## config.mk

```make
export PLATFORM = sky130hd
export DESIGN_NAME = pcm_clock_control
export DESIGN_NICKNAME = d
export VERILOG_FILES = /design/src/rtl/pcm_clock_control.v /design/src/rtl/pcm_edge_watch.v
export VERILOG_INCLUDE_DIRS = /design/src /design/src/rtl
export SDC_FILE = /design/constraint.sdc
export NUM_CORES = 1
export LEC_CHECK = 0
export BUFFER_PORTS_ARGS = -buffer_cell sky130_fd_sc_hd__buf_2
export CAP_MARGIN = 20
export CORE_AREA = 2 2 114 116
export CTS_CLUSTER_DIAMETER = 150
export CTS_CLUSTER_SIZE = 16
export DETAILED_ROUTE_END_ITERATION = 10
export DIE_AREA = 0 0 116 118
export GPL_ROUTABILITY_DRIVEN = 1
export GPL_TIMING_DRIVEN = 0
export PLACE_DENSITY = 0.72
export SYNTH_ARGS = -nofsm -noshare
export SYNTH_HDL_FRONTEND = slang
export SYNTH_HIERARCHICAL = 1
export SYNTH_SLANG_ARGS = --single-unit
```

## constraint.sdc

```tcl
create_clock -name clk_sys -period 2.09 [get_ports clk_sys]
set_clock_uncertainty 0.2 [all_clocks]
set_input_delay 0.1045 -clock clk_sys [delete_from_list [all_inputs] [get_ports clk_sys]]
set_output_delay 0.1045 -clock clk_sys [all_outputs]
set_load 0.01 [all_outputs]
```

## src/rtl/pcm_defs.vh

```
`ifndef PCM_DEFS_VH
`define PCM_DEFS_VH

// =====================================================================
// register indices (word addresses on the register port)
`define PCM_ADDR_RATIO      4'h1
`define PCM_ADDR_STATUS     4'h2
`define PCM_ADDR_SRC        4'h3
`define PCM_ADDR_WDOG       4'h4

// =====================================================================
// status register fields
`define PCM_ST_LOCK         0
`define PCM_ST_HALVE        1
`define PCM_ST_PDOWN        2
`define PCM_ST_MISSING      3

// =====================================================================
// ratio field and reset values
`define PCM_RATIO_W         4
`define PCM_RATIO_MAX       4'ha
`define PCM_RATIO_RST       16'h0000
`define PCM_STATUS_RST      16'h0000

// =====================================================================
// clock source select codes
`define PCM_SRC_XTAL        2'h0
`define PCM_SRC_LV          2'h1
`define PCM_SRC_HV          2'h2

// =====================================================================
// timing
`define PCM_LOCK_OSC_CYCLES 131072
`define PCM_MISS_TIMEOUT    16'h0040
`define PCM_LIMP_HALF       16'h0019
`define PCM_RESET_CYCLES    8'h10

`endif

```

## src/rtl/pcm_clock_control.v

```verilog
`timescale 1ns/10ps
`default_nettype none
`include "pcm_defs.vh"
// the pll and dividers are modelled as rates: the outputs report the
// selected multiplier/divisor and a limp clock produced from clk_sys.
module pcm_clock_control #(
	parameter LOCK_OSC_CYCLES = `PCM_LOCK_OSC_CYCLES
) (
	// system
	input  wire        clk_sys,
	input  wire        srst,
	// register port
	input  wire [3:0]  reg_addr,
	input  wire [15:0] reg_wdata,
	input  wire        reg_wr,
	input  wire        reg_rd,
	output reg  [15:0] reg_rdata_q,
	input  wire        protected_write_enable,
	// clock pins
	input  wire        crystal_in_pin,
	input  wire        ext_clock_3v3_input,
	// clock status outputs
	output reg  [3:0]  clk_mult_q,
	output reg         clk_halve_q,
	output reg         pll_used_q,
	output reg         limp_active_q,
	output reg         limp_clk_q,
	output reg         device_reset_q,
	output reg         wdog_count_en_q,
	output reg         pll_lock_flag_q,
	output reg         missing_clock_flag_q
);
	// =================================================================
	// registers
	reg [3:0]  ratio_q;
	reg        halve_sel_q;
	reg        pdown_q;
	reg [1:0]  src_q;
	reg        wdog_en_q;
	reg [31:0] lock_cnt_q;
	reg        seen_clk_q;
	reg        lost_q;
	reg [15:0] miss_cnt_q;
	reg [15:0] limp_cnt_q;
	reg [7:0]  rst_cnt_q;
	wire       edge_xtal;
	wire       edge_hv;
	wire       osc_edge;
	wire       ratio_wr;
	wire       status_wr;

	// =================================================================
	// oscillator edge detection
	pcm_edge_watch u_xtal (
		.clk_sys (clk_sys),
		.srst    (srst),
		.pin_clk (crystal_in_pin),
		.edge_q  (edge_xtal)
	);

	pcm_edge_watch u_hv (
		.clk_sys (clk_sys),
		.srst    (srst),
		.pin_clk (ext_clock_3v3_input),
		.edge_q  (edge_hv)
	);

	// crystal and low-voltage input share the x1 pin
	assign osc_edge = (src_q == `PCM_SRC_HV) ? edge_hv : edge_xtal;

	// =================================================================
	// register writes
	assign ratio_wr  = reg_wr & (reg_addr == `PCM_ADDR_RATIO) & protected_write_enable;
	assign status_wr = reg_wr & (reg_addr == `PCM_ADDR_STATUS) & protected_write_enable;

	always @(posedge clk_sys) begin
		if (srst) begin
			ratio_q     <= 4'h0;
			halve_sel_q <= 1'b0;
			pdown_q     <= 1'b0;
			src_q       <= `PCM_SRC_XTAL;
			wdog_en_q   <= 1'b1;
		end else begin
			// reserved codes are not stored, ratio keeps its value
			if (ratio_wr && (reg_wdata[3:0] <= `PCM_RATIO_MAX)) begin
				ratio_q <= reg_wdata[3:0];
			end
			if (status_wr) begin
				halve_sel_q <= reg_wdata[`PCM_ST_HALVE];
				pdown_q     <= reg_wdata[`PCM_ST_PDOWN];
			end
			if (reg_wr && (reg_addr == `PCM_ADDR_SRC) && protected_write_enable) begin
				src_q <= reg_wdata[1:0];
			end
			if (reg_wr && (reg_addr == `PCM_ADDR_WDOG) && protected_write_enable) begin
				wdog_en_q <= reg_wdata[0];
			end
		end
	end

	// =================================================================
	// lock counter, counted in oscillator edges
	always @(posedge clk_sys) begin
		if (srst) begin
			lock_cnt_q      <= 32'h0000_0000;
			pll_lock_flag_q <= 1'b0;
		end else if (ratio_wr && (reg_wdata[3:0] <= `PCM_RATIO_MAX)) begin
			lock_cnt_q      <= 32'h0000_0000;
			pll_lock_flag_q <= 1'b0;
		end else if (pdown_q) begin
			lock_cnt_q      <= 32'h0000_0000;
			pll_lock_flag_q <= 1'b0;
		end else if (!pll_lock_flag_q && osc_edge) begin
			if (lock_cnt_q == LOCK_OSC_CYCLES - 1) begin
				pll_lock_flag_q <= 1'b1;
			end else begin
				lock_cnt_q <= lock_cnt_q + 32'h0000_0001;
			end
		end
	end

	// =================================================================
	// missing clock detection
	always @(posedge clk_sys) begin
		if (srst) begin
			seen_clk_q <= 1'b0;
			lost_q     <= 1'b0;
			miss_cnt_q <= 16'h0000;
		end else if (osc_edge) begin
			seen_clk_q <= 1'b1;
			lost_q     <= 1'b0;
			miss_cnt_q <= 16'h0000;
		end else if (seen_clk_q && !pdown_q) begin
			if (miss_cnt_q == `PCM_MISS_TIMEOUT) begin
				lost_q <= 1'b1;
			end else begin
				miss_cnt_q <= miss_cnt_q + 16'h0001;
			end
		end
	end

	// =================================================================
	// missing-clock flag: not cleared by srst, only by software
	// the flag stays undefined until the first clearing write or loss event;
	// srst is ignored so firmware can read the cause after restart
	always @(posedge clk_sys) begin
		if (lost_q && (miss_cnt_q == `PCM_MISS_TIMEOUT) && !osc_edge) begin
			missing_clock_flag_q <= 1'b1;
		end else if (!srst && status_wr && reg_wdata[`PCM_ST_MISSING]) begin
			missing_clock_flag_q <= 1'b0;
		end
	end

	// =================================================================
	// device reset pulse on loss
	always @(posedge clk_sys) begin
		if (srst) begin
			rst_cnt_q      <= 8'h00;
			device_reset_q <= 1'b0;
		end else if (!lost_q) begin
			rst_cnt_q      <= 8'h00;
			device_reset_q <= 1'b0;
		end else if (rst_cnt_q != `PCM_RESET_CYCLES) begin
			rst_cnt_q      <= rst_cnt_q + 8'h01;
			device_reset_q <= 1'b1;
		end else begin
			device_reset_q <= 1'b0;
		end
	end

	// =================================================================
	// limp clock: 100 MHz / (2*25) = 2 MHz
	always @(posedge clk_sys) begin
		if (srst) begin
			limp_cnt_q <= 16'h0000;
			limp_clk_q <= 1'b0;
		end else if (lost_q) begin
			if (limp_cnt_q == `PCM_LIMP_HALF - 16'h0001) begin
				limp_cnt_q <= 16'h0000;
				limp_clk_q <= ~limp_clk_q;
			end else begin
				limp_cnt_q <= limp_cnt_q + 16'h0001;
			end
		end else begin
			limp_cnt_q <= 16'h0000;
			limp_clk_q <= 1'b0;
		end
	end

	// =================================================================
	// clock path selection
	always @(posedge clk_sys) begin
		if (srst) begin
			clk_mult_q      <= 4'h1;
			clk_halve_q     <= 1'b1;
			pll_used_q      <= 1'b0;
			limp_active_q   <= 1'b0;
			wdog_count_en_q <= 1'b0;
		end else begin
			clk_halve_q     <= ~halve_sel_q;
			// limp on loss of the oscillator selected by src_q, pll or bypass, never in power-down
			limp_active_q   <= lost_q & ~pdown_q;
			wdog_count_en_q <= wdog_en_q & ~lost_q;
			if (pdown_q || ratio_q == 4'h0 || !pll_lock_flag_q) begin
				clk_mult_q <= 4'h1;
				pll_used_q <= 1'b0;
			end else begin
				clk_mult_q <= ratio_q;
				pll_used_q <= 1'b1;
			end
		end
	end

	// =================================================================
	// register reads
	always @(posedge clk_sys) begin
		if (srst) begin
			reg_rdata_q <= 16'h0000;
		end else if (reg_rd) begin
			case (reg_addr)
				`PCM_ADDR_RATIO:  reg_rdata_q <= {12'h000, ratio_q};
				`PCM_ADDR_STATUS: reg_rdata_q <= {12'h000, missing_clock_flag_q, pdown_q,
					halve_sel_q, pll_lock_flag_q};
				`PCM_ADDR_SRC:    reg_rdata_q <= {14'h0000, src_q};
				`PCM_ADDR_WDOG:   reg_rdata_q <= {15'h0000, wdog_en_q};
				default:          reg_rdata_q <= 16'h0000;
			endcase
		end else begin
			reg_rdata_q <= 16'h0000;
		end
	end
endmodule // pcm_clock_control
`default_nettype wire

```

## src/rtl/pcm_edge_watch.v

```verilog
`timescale 1ns/10ps
`default_nettype none
// =====================================================================
// synchronises one oscillator input and reports its rising edges
module pcm_edge_watch (
	// clock and reset
	input  wire clk_sys,
	input  wire srst,
	// raw clock pin
	input  wire pin_clk,
	// one-cycle pulse per rising edge
	output reg  edge_q
);
	reg s1_q;
	reg s2_q;
	reg s3_q;

	always @(posedge clk_sys) begin
		if (srst) begin
			s1_q   <= 1'b0;
			s2_q   <= 1'b0;
			s3_q   <= 1'b0;
			edge_q <= 1'b0;
		end else begin
			s1_q   <= pin_clk;
			s2_q   <= s1_q;
			s3_q   <= s2_q;
			edge_q <= s2_q & ~s3_q;
		end
	end
endmodule // pcm_edge_watch
`default_nettype wire

```

# [Word level (Yosys, flattened, before mapping)]
# Index checks and enable logic that the tools add are counted.
[op_classes] n_mux=4 reduce_logical=28 addsub=4 bitwise_logic=17 eq_ne=9 order_cmp=1
[ops] cell="adder 16 x 1 -> 16 bit, second input constant" count=2
[ops] cell="adder 32 x 1 -> 32 bit, second input constant" count=1
[ops] cell="equality test 32 x 17 -> 1 bit, second input constant" count=1
[ops] cell="equality test 16 x 5 -> 1 bit, second input constant" count=1
[ops] cell="equality test 16 x 7 -> 1 bit, second input constant" count=1
[ops] cell="case mux 4 bit (4 select lines)" count=1
[ops] cell="logical AND 1 bit" count=11
[ops] cell="NOT 1 bit" count=9
[ops] cell="adder 8 x 1 -> 8 bit, second input constant" count=1
[ops] cell="AND 1 bit" count=8
[ops] cell="equality test 4 x 2 -> 1 bit, second input constant" count=2
[ops] cell="!= test 8 x 5 -> 1 bit, second input constant" count=1
[ops] cell="AND reduction 2 bit" count=4
[ops] cell="OR reduction 2 bit" count=4
[ops] cell="OR reduction 3 bit" count=2
[ops] cell="equality test 4 x 1 -> 1 bit, second input constant" count=1
[ops] cell="equality test 4 x 3 -> 1 bit, second input constant" count=1
[ops] cell="less-or-equal comparator 4 bit, second input constant" count=1
[ops] cell="logical NOT 1 bit" count=4
[ops] cell="logical NOT 4 bit" count=1
[ops] cell="2-to-1 mux 1 bit" count=3
[ops] cell="equality test 2 bit, second input constant" count=1
[ops] cell="logical OR 1 bit" count=2
[totals] regBits=119 inputBits=27 out_inout_bits=28 word_cells=92

# [Logic depth before layout (Yosys ltp)]
# Gate-level depths: netlist of the first run.
[depth] depth_word=5 ltp_mapped=8 depth_no_buf=7

# [Cells and area by module]
# Netlist of the first run, hierarchy kept.
[by_module_without_submodules] module="pcm_clock_control" n_inst=1 cells_each=539 seq_area_each_um2=1981.9 area_each_um2=4679.5
[by_module_without_submodules] module="pcm_edge_watch" n_inst=2 cells_each=8 seq_area_each_um2=80.1 area_each_um2=111.4

# [Worst setup path before layout of the first run]
# OpenSTA, ideal clock, no wires.
[synth_timing] path_kind="register to register" start="register lock_cnt_q[0]" end="register lock_cnt_q[1]" synth_period_minus_slack_ns=2.262 setup_ns=0.128 stages_incl_launch_ff=8 arrival_ns=1.935 path_buffers=1 required_time_ns=1.762 path_slack_ns=-0.172 path_cell_list="dfxtp_1 ha_1 nand2_1 or3_2 o31ai_2 buf_4 mux2i_1 nor2_1"
[synth_via] elab_chain_cells=3 word_cells_on_any_way=4 cone_classes="add/sub (1); eq/ne (1); bitwise (1); reduce/logical (1)"
[synth_lines] item="start, declared" line="pcm_clock_control.v:40" rtl="reg [31:0] lock_cnt_q;"
[synth_lines] item="start signal, assigned" line="pcm_clock_control.v:117" rtl="lock_cnt_q <= lock_cnt_q + 32'h0000_0001;"
[synth_lines] item="branches (longest 3 deep; another with adder 32 x 1 -> 32 bit)"
# Several ways; the timed one is not identified.
# A chain may end at the register's enable or synchronous reset.

# [Final worst setup path of the first run]
[layout_timing] start="register lock_cnt_q[3]" end="register lock_cnt_q[13]"
# Same word-level chain as after synthesis.

==> flow_metrics.py, run 1 <==
metrics = {
    "status": {
        "status": "complete, but fails checks",
        "violations": "negative setup slack",
    },
    "clocking": {
        "path_clk_slew_ps": 70,
        "clk_latency_ps": 360,
        "cts_sinks": 107,
        "cts_tree": "yes",
        "root_buffer": "clkbuf_16",
        "cts_max_level": 3,
        "cts.path.max_buffers": 2,
        "numCtsBuffers": 9,
    },
    "sta": {
        "timing.final.ws_setup_ps": -114,
        "min_period_ps": 2200,
        "setup_viol": 2,
        "clock.fmax_mhz": 454,
        "rsz0062_at_grt": "true",
        "setup_tns_ps": -187,
        "hold_violations": 0,
        "slew_viol_final": 0,
        "fin_crit_sh_pct": 105,
    },
    "logic_synthesis": {
        "synth-main-ff-cell": "dfxtp_1",
        "seq_area_frac_synth_pct": 43.7,
        "synth.most_common_cell": "dfxtp_1",
        "syn_area_per_cell_um2": 8.83,
        "synthTopCellsByCount": "dfxtp_1 (107), nor2_1 (76), a21oi_1 (33)",
        "async_flop_share_pct": 0,
        "netlist.area_leader.share_pct": 43.7,
        "synth_cell_types": 54,
        "yosys.area.top_type": "dfxtp_1",
        "synth_edf_count": 0,
        "ys_warn_count": 6,
        "ys_ff_latch": 107,
        "syn_inst": 555,
        "netlist_top_cells_area": "dfxtp_1 (44%), nor2_1 (5.8%), xnor2_1 (4.8%)",
        "syn_area_um2": 4900,
    },
    "placed_design": {
        "gp_congestion": 0.897,
        "port_buffers": 29,
        "place_hpwl_um": 7930,
    },
    "layout": {
        "fillers": 1193,
        "finalCoreUtilization_pct": 49.8,
        "antennaDiodeCount": 0,
        "regArea_um2": 2180,
        "syn2layout_area_growth_pct": 26.2,
        "layout-drive-gt1-share_pct": 24.3,
        "finalNetCount": 675,
        "multiInputGateArea_um2": 2790,
    },
    "floorplanning": {
        "ios": 55,
        "initial_core_util_pct": 39.5,
        "die_h_um": 118,
        "dieWidth_um": 116,
        "dieArea_um2": 13700,
        "core_area_um2": 12400,
        "rows": 41,
    },
    "global_routing": {
        "grt_start_max_net_pins": 20,
        "busiest_layer": "met2",
        "track_usage_pct": 17.3,
        "grtUsageMet1_pct": 20.8,
        "antenna_found_initial": 0,
        "grtUsageMet2_pct": 29.3,
        "grt_pass1_vias": 4038,
        "use_met3_pct": 4.27,
        "grt_pass1_wl_um": 18900,
        "grt_overflow": 0,
    },
    "pwr": {
        "ir_worst_vdd_mv": 0.593,
        "pwr_density_cell_nw_per_um2": 622,
        "finalPower_w": 0.00385,
        "switching_share_pct": 23.4,
        "power.internal_w": 0.00295,
        "power_switching_w": 0.000899,
        "comb_power_share_pct": 4.4,
        "p_clk_share_pct": 42.5,
        "leakage_nw": 2.20,
        "power_frac_seq_pct": 53.1,
    },
    "worst_setup_path": {
        "critical_path_class": "reg -> reg",
        "crit_path_end_kind": "flop",
        "crit_fanout": 5,
        "cp-start-kind": "flop",
        "worst_ep_required_time_ps": 2170,
        "cp.arrival_ps": 2290,
    },
    "route": {
        "dr.pass1.iters": 4,
        "initialDrtViolationCount": 168,
        "antenna_left": 0,
        "vias_per_cell": 5.24,
        "num_vias": 4284,
        "wl_per_cell_um": 14.4,
        "route.detailed.drc": 0,
        "routed_wirelength_um": 11800,
    },
    "hold_path": {
        "hp-class": "in -> reg",
    },
    "run": {
        "maxCapViolations": 0,
    },
}
[cells by family after synthesis]
| logic type | synth area share, % |
|---|---|
| and+or+nand+nor | 31.1 |
| DFF | 43.7 |
| AOI/OAI and AO/OA | 8.14 |
| buffers and inverters | 4.80 |
| xor gates and xnor gates | 7.33 |
| muxes | 3.11 |
| adders and majority gates | 1.79 |
| other | 0.0765 |
[registers in the layout (all words and copies together), names as in the netlist, 2 cells and up]
| register | count |
|---|---|
| src_q | 2 |
| lock_cnt_q | 32 |
| miss_cnt_q | 16 |
| ratio_q | 4 |
| clk_mult_q | 4 |
| rst_cnt_q | 8 |
| reg_rdata_q | 4 |
| limp_cnt_q | 16 |
[repair_timing]
item	CTS	global route
hold buffers	18	0
gates resized for setup	30	45
buffers inserted	12	6
pin swaps	9	14
hold endpoints to repair	22	0
gates cloned	1	0
endpoints found under the setup margin	45	56
[layer usage]
layer	up-vias	part of all wire, %	routed length (um)
li1	2127	-	-
met1	2039	43	5060
met3	19	3.8	447
met2	99	51	6030
met4	0	1.9	220
met5	-	0	0
[worst max-delay path, stage by stage, from the launching register on]
cell,delay [ps]
dfxtp_4,380
nand4_4,130
or2_4,260
or4_4,570
or4_1,460
a21oi_2,140
[area by class of cell]
class / count / area share (%)
Multi-Input combinational cell: 417 / 45.0
Sequential cell: 107 / 35.3
Timing Repair Buffer: 66 / 7.62
Clock buffer: 10 / 3.70
Tap cell: 172 / 3.48
Buffer: 25 / 3.01
Clock inverter: 6 / 0.971
Inverter: 15 / 0.910
[per-stage QoR]
step / instances / setup slack (ps) / cell area, um2 / hold WS, ps
2_1_floorplan: 566 / 0.491 / 4970 / -24.8
3_3_place_gp: 767 / -303 / 5330 / 136
3_5_place_dp: 767 / -398 / 5330 / 132
4_1_cts: 812 / -59.7 / 6010 / 11.7
5_1_grt: 818 / -150 / 6190 / 67.2
6_report: 818 / -114 / 6190 / 47.1
[path summary, 6_finish.rpt]
| check | startpoint | endpoint | slack (ps) | cells past startpoint |
|---|---|---|---|---|
| worst min-delay path | reg_addr[3] | reg_rdata_q[2] | 50 | 5 |
| worst min register to register | u_hv/s3_q | u_hv/edge_q | 220 | 1 |
| worst max register to register | lock_cnt_q[3] | lock_cnt_q[13] | -110 | 5 |
| worst max-delay path | lock_cnt_q[3] | lock_cnt_q[13] | -110 | 5 |
[cells in the final DEF (no fill, tap or decap), drive strengths merged, types with 17 or more instances in the layout]
cell type      n
dfxtp        107
nor2          76
buf           64
a21oi         33
nand2         32
xnor2         27
nand3         25
nand4         22
or3           22
clkbuf        19
dlygate4sd3   18
nor4          18
inv           17
[power by group through the flow]
stage	logic [W]	clock network, W	registers, W
after floorplan	0.0000885	0	0.00210
after CTS	0.000160	0.00168	0.00205
after global placement	0.000130	0	0.00210
after global routing	0.000182	0.00174	0.00205
after detailed placement	0.000132	0	0.00210
final	0.000168	0.00164	0.00205
Power figures use the tool's default switching activity.
==> inputs of run 2 (changes only) <==
PLACE_DENSITY = unset   (was 0.72)
PLACE_DENSITY_LB_ADDON = 0.2   (was unset)
==> flow_metrics.py, run 2 (synthesized netlist as in run 1, its figures left out) <==
metrics = {
    "status": {
        "status": "complete, but fails checks",
        "violations": "negative setup slack",
    },
    "clocking": {
        "cts_sinks": 107,
        "cts_max_level": 3,
        "root_buffer": "clkbuf_16",
        "cts.path.max_buffers": 2,
        "path_clk_slew_ps": 70,
        "cts_tree": "yes",
        "clk_latency_ps": 350,
        "numCtsBuffers": 9,
    },
    "global_routing": {
        "grt_start_max_net_pins": 16,
        "grt_overflow": 0,
        "antenna_found_initial": 0,
        "track_usage_pct": 17.3,
        "grt_pass1_wl_um": 19100,
        "grt_pass1_vias": 4050,
    },
    "layout": {
        "finalCoreUtilization_pct": 48.8,
        "finalNetCount": 673,
        "final_common_cell": "dfxtp_1",
        "stdcell_area_um2": 6060,
        "top_register": "lock_cnt_q",
        "antennaDiodeCount": 0,
        "layout-drive-gt1-share_pct": 21.5,
        "final_cell_mix": "dfxtp_1 (91), nor2_1 (74), a21oi_1 (33), buf_2 (31), nand2_1 (30)",
        "syn2layout_area_growth_pct": 23.6,
        "largest_reg_flops": 32,
        "fillers": 1247,
        "largest_registers": "lock_cnt_q: 32 flops, limp_cnt_q: 16 flops, miss_cnt_q: 16 flops",
    },
    "sta": {
        "maxSlewHeadroom_pct": 65.3,
        "min_period_ps": 2140,
        "timing.final.ws_setup_ps": -47.4,
        "slew_viol_final": 0,
        "hold_violations": 0,
        "rsz0062_at_grt": "true",
        "setup_viol": 3,
        "tightest_slew_ps": 513,
        "fin_crit_sh_pct": 102,
        "clock.fmax_mhz": 468,
        "setup_tns_ps": -126,
    },
    "floorplanning": {
        "ios": 55,
        "initial_core_util_pct": 39.5,
        "core_area_um2": 12400,
        "rows": 41,
        "dieWidth_um": 116,
        "dieArea_um2": 13700,
        "die_h_um": 118,
    },
    "placed_design": {
        "port_buffers": 29,
        "place_area_um2": 5330,
        "place_hpwl_um": 7670,
        "gp_congestion": 0.866,
    },
    "pwr": {
        "ir_worst_vdd_mv": 0.448,
        "comb_power_share_pct": 4.3,
        "switching_share_pct": 21.9,
        "pwr_density_cell_nw_per_um2": 623,
        "p_clk_share_pct": 41.4,
        "power_switching_w": 0.000824,
        "leakage_nw": 2.16,
        "power_frac_seq_pct": 54.3,
        "power.internal_w": 0.00295,
    },
    "route": {
        "vias_per_cell": 5.12,
        "dr.pass1.iters": 4,
        "num_vias": 4174,
        "route.detailed.drc": 0,
        "wl_per_cell_um": 13.8,
        "antenna_left": 0,
        "routed_wirelength_um": 11300,
        "initialDrtViolationCount": 195,
    },
    "worst_setup_path": {
        "worst_ep_required_time_ps": 2180,
        "cp-start-kind": "flop",
        "reg2reg_slack_ps": -50,
        "cp.arrival_ps": 2230,
        "crit_path_end_kind": "flop",
        "critical_path_class": "reg -> reg",
        "max_stage_delay_ps": 590,
        "crit_fanout": 6,
        "crit_slowest_cell": "or4_4",
        "crit_path_cell_trace": "and2b_4, mux2i_4, or4_4, or4_1, a21oi_1",
    },
    "run": {
        "maxCapViolations": 0,
    },
    "hold_path": {
        "hp-class": "in -> reg",
    },
}
[run 2: changes by cell type in the layout (fill, tap and decap cells not counted), sizes merged]
cell | previous run | this run
clkinvlp | 2 | 0
dlygate4sd3 | 18 | 17
inv | 17 | 15
clkbuf | 19 | 21
clkinv | 2 | 3
buf | 64 | 63
[run 2: power groups by stage]
stage	logic [W]	registers, W	clock network [W]
finish	0.000162	0.00205	0.00156
global route	0.000179	0.00205	0.00168
CTS	0.000157	0.00205	0.00160
detailed placement	0.000133	0.00210	0
global placement	0.000131	0.00210	0
floorplan	0.0000885	0.00210	0
[run 2: final timing paths]
kind | start | endpoint | depth (start not counted)
worst max-delay path | src_q[0] | lock_cnt_q[29] | 5
worst min-delay path | reg_addr[3] | halve_sel_q | 5
worst max register to register | src_q[0] | lock_cnt_q[29] | 5
worst min register to register | u_xtal/s3_q | u_xtal/edge_q | 1
[run 2: worst max-delay path: cells and delay by family, from the launching register on]
kind / cells / cell delay (ps)
AO/OA/AOI/OAI: 1 / 130
AND/OR/NAND/NOR: 3 / 1230
multiplexers: 1 / 200
flip-flops: 1 / 320
[run 2: final cells by class]
type,count,area (um2),share of cell area [%]
multi-input combinational,417,2710,44.8
buffer,25,186,3.08
clock inverter,3,15.0,0.248
timing repair buffer,64,452,7.46
inverter,15,56.3,0.930
sequential,107,2170,35.9
tap,172,215,3.55
clock buffer,12,246,4.07
[run 2: metrics by stage]
stage / setup WS (ps) / hold WS, ps / cells / total power, W
finish: -47.4 / 60.2 / 815 / 0.00377
global placement: -350 / 112 / 767 / 0.00223
global route: -116 / 98.1 / 815 / 0.00391
CTS: -41.9 / 39.2 / 808 / 0.00381
detailed placement: -406 / 117 / 767 / 0.00223
floorplan: 0.491 / -24.8 / 566 / 0.00219
[run 2: per-layer routing]
metal  global-route usage (%)  vias up  share of wire (%)  routed length, um
met5                        0        -                  0                  0
met4                     5.28        0                1.3                146
met3                     5.51       13                3.8                426
met2                     28.1       73                 49               5500
met1                     21.8     1979                 46               5180
li1                         -     2109                  -                  -
[run 2: timing repair]
action | CTS | global route
setup buffers | 11 | 6
cloned | 0 | 1
hold buffers | 17 | 0
gates resized for setup | 21 | 30
endpoints found under the setup margin | 54 | 52
pin swaps | 6 | 5
hold endpoints to repair | 22 | 0
==> inputs of run 3 (changes only) <==
ABC_AREA = 1   (was unset)
CORE_AREA = 2 2 125 127   (was 2 2 114 116)
DIE_AREA = 0 0 127 129   (was 0 0 116 118)
==> flow_metrics.py, run 3 <==
metrics = {
    "logic_synthesis": {
        "netlist_top_cells_area": "dfxtp_1 (37%), nand2_1 (14%), nor2_1 (7.6%)",
        "synthAdderAreaFrac_pct": 1.49,
        "synth_top_family_by_area": "simple AND/OR/NAND/NOR gates",
        "syn_area_per_cell_um2": 6.81,
        "synth-simple-area-share_pct": 39.2,
        "synth_mux_area_share_pct": 0,
        "yosys.area.top_type": "dfxtp_1",
        "ys_ff_latch": 107,
        "syn_inst": 860,
        "synth_compound_area_share_pct": 8.52,
        "synth_cell_types": 38,
        "syn_area_um2": 5860,
        "synthTopCellsByCount": "nand2_1 (226), nor2_1 (119), dfxtp_1 (107)",
        "netlist.area_leader.share_pct": 36.5,
        "seq_area_frac_synth_pct": 36.5,
        "async_flop_share_pct": 0,
        "synth-main-ff-cell": "dfxtp_1",
        "synth.most_common_cell": "nand2_1",
        "ys_warn_count": 6,
        "synthXorXnorAreaFrac_pct": 3.44,
        "synth_edf_count": 0,
    },
    "layout": {
        "final_cell_mix": "nand2_1 (225), nor2_1 (116), dfxtp_1 (106), inv_1 (104), nand3_1 (54)",
        "final_common_cell": "nand2_1",
        "top_register": "lock_cnt_q",
        "largest_registers": "lock_cnt_q: 32 flops, limp_cnt_q: 16 flops, miss_cnt_q: 16 flops",
        "syn2layout_area_growth_pct": 16.4,
        "largest_reg_flops": 32,
        "antennaDiodeCount": 0,
        "stdcell_area_um2": 6820,
        "fin_cells": 1120,
        "finalCoreUtilization_pct": 45.5,
        "finalNetCount": 961,
        "layout-drive-gt1-share_pct": 16.6,
    },
    "global_routing": {
        "grt_pass1_vias": 4705,
        "antenna_found_initial": 0,
        "grt_overflow": 0,
        "grt_pass1_wl_um": 22200,
        "track_usage_pct": 16.7,
        "grt_start_max_net_pins": 20,
    },
    "placed_design": {
        "place_ws_ps": -75.9,
        "place_area_um2": 6290,
        "placedCellCount": 1089,
        "port_buffers": 30,
        "place_hpwl_um": 9880,
        "gp_congestion": 0.861,
    },
    "route": {
        "antenna_left": 0,
        "num_vias": 5268,
        "wl_per_cell_um": 11.9,
        "initialDrtViolationCount": 305,
        "vias_per_cell": 4.70,
        "dr.pass1.iters": 5,
        "route.detailed.drc": 0,
        "routed_wirelength_um": 13400,
    },
    "sta": {
        "hold_violations": 0,
        "tightest_slew_ps": 614,
        "min_period_ps": 1950,
        "setup_viol": 0,
        "clock.fmax_mhz": 512,
        "timing.final.ws_setup_ps": 136,
        "setup_tns_ps": 0,
        "maxSlewHeadroom_pct": 58.9,
        "slew_viol_final": 0,
        "fin_crit_sh_pct": 93.5,
        "rsz0062_at_grt": "false",
    },
    "clocking": {
        "numCtsBuffers": 9,
        "cts_tree": "yes",
        "cts.path.max_buffers": 2,
        "cts_setup_buffers": 0,
        "root_buffer": "clkbuf_16",
        "cts_max_level": 3,
        "path_clk_slew_ps": 80,
        "cts_sinks": 107,
        "clk_latency_ps": 360,
    },
    "worst_setup_path": {
        "cp-start-kind": "flop",
        "worst_ep_required_time_ps": 2180,
        "crit_path_end_kind": "flop",
        "reg2reg_slack_ps": 140,
        "crit_fanout": 10,
        "critical_path_class": "reg -> reg",
        "cp.arrival_ps": 2050,
    },
    "run": {
        "maxCapViolations": 0,
    },
    "hold_path": {
        "hp-class": "in -> reg",
    },
    "floorplanning": {
        "rows": 45,
        "core_area_um2": 15000,
        "dieWidth_um": 127,
        "dieArea_um2": 16400,
        "ios": 55,
        "initial_core_util_pct": 39.1,
        "die_h_um": 129,
    },
    "pwr": {
        "power_switching_w": 0.000980,
        "p_clk_share_pct": 45.7,
        "leakage_nw": 2.54,
        "switching_share_pct": 23.4,
        "pwr_density_cell_nw_per_um2": 615,
        "ir_worst_vdd_mv": 0.494,
        "power_frac_seq_pct": 49.2,
        "power.internal_w": 0.00321,
        "comb_power_share_pct": 5.1,
    },
    "status": {
        "status": "finished, final reports clean",
    },
}
run 3: cells by family after synthesis:
| group | count (synthesis) |
|---|---|
| buffers and inverters | 138 |
| and+or+nand+nor | 502 |
| DFF | 107 |
| other | 1 |
| AOI/OAI and AO/OA | 82 |
| adders and majority gates | 7 |
| xor gates and xnor gates | 23 |
run 3: routing by layer:
metal / routed length (um) / global-route usage [%] / up-vias / part of all wire [%]
met5: 0 / 0 / - / 0
met4: 244 / 6.14 / 0 / 1.8
met3: 476 / 3.37 / 18 / 3.6
met2: 6140 / 27.3 / 84 / 46
met1: 6500 / 22.1 / 2332 / 49
li1: - / - / 2834 / -
run 3: cell type report:
class	instances	area, um2
Fill cell	1546	8160
Multi-Input combinational cell	626	3180
Sequential cell	107	2140
Inverter	111	417
Timing Repair Buffer	45	300
Tap cell	188	235
Clock buffer	9	225
Buffer	27	218
Clock inverter	7	105
run 3: worst paths after layout:
| kind | depth (start not counted) | start | endpoint |
|---|---|---|---|
| setup / recovery | 11 | lock_cnt_q[0] | lock_cnt_q[13] |
| hold / removal | 5 | reg_addr[2] | reg_rdata_q[0] |
| setup reg to reg | 11 | lock_cnt_q[0] | lock_cnt_q[13] |
| hold reg to reg | 1 | u_xtal/s3_q | u_xtal/edge_q |
run 3: what timing repair did:
action | 4_1_cts | 5_1_grt
hold buffers | 15 | 0
endpoints found under the setup margin | 23 | 43
endpoints found under the hold margin | 22 | 0
gates cloned | 0 | 0
resized for setup | 2 | 12
pin swaps | 0 | 1
run 3: metrics by stage:
| stage | power (W) | hold slack (ps) |
|---|---|---|
| final | 0.00419 | 39.4 |
| after global routing | 0.00433 | 80.4 |
| after floorplan | 0.00224 | -24.3 |
| after CTS | 0.00425 | 22.4 |
| after global placement | 0.00230 | 106 |
| after detailed placement | 0.00230 | 120 |
run 3: power groups by stage:
stage / registers, W / logic, W / clock network (W)
CTS: 0.00206 / 0.000211 / 0.00197
finish: 0.00206 / 0.000213 / 0.00191
global placement: 0.00211 / 0.000188 / 0
detailed placement: 0.00211 / 0.000189 / 0
floorplan: 0.00211 / 0.000128 / 0
global route: 0.00207 / 0.000240 / 0.00203
run 3: critical path, cell delays in order (launching register included):
cell and delay [ps]:
dfxtp_2 370, ha_4 200, inv_2 70, nor2_4 50
nand2_4 110, inv_1 50, nand2_1 70, nor2_2 50
nor2_2 220, buf_2 280, nand2_1 100, a21oi_2 120
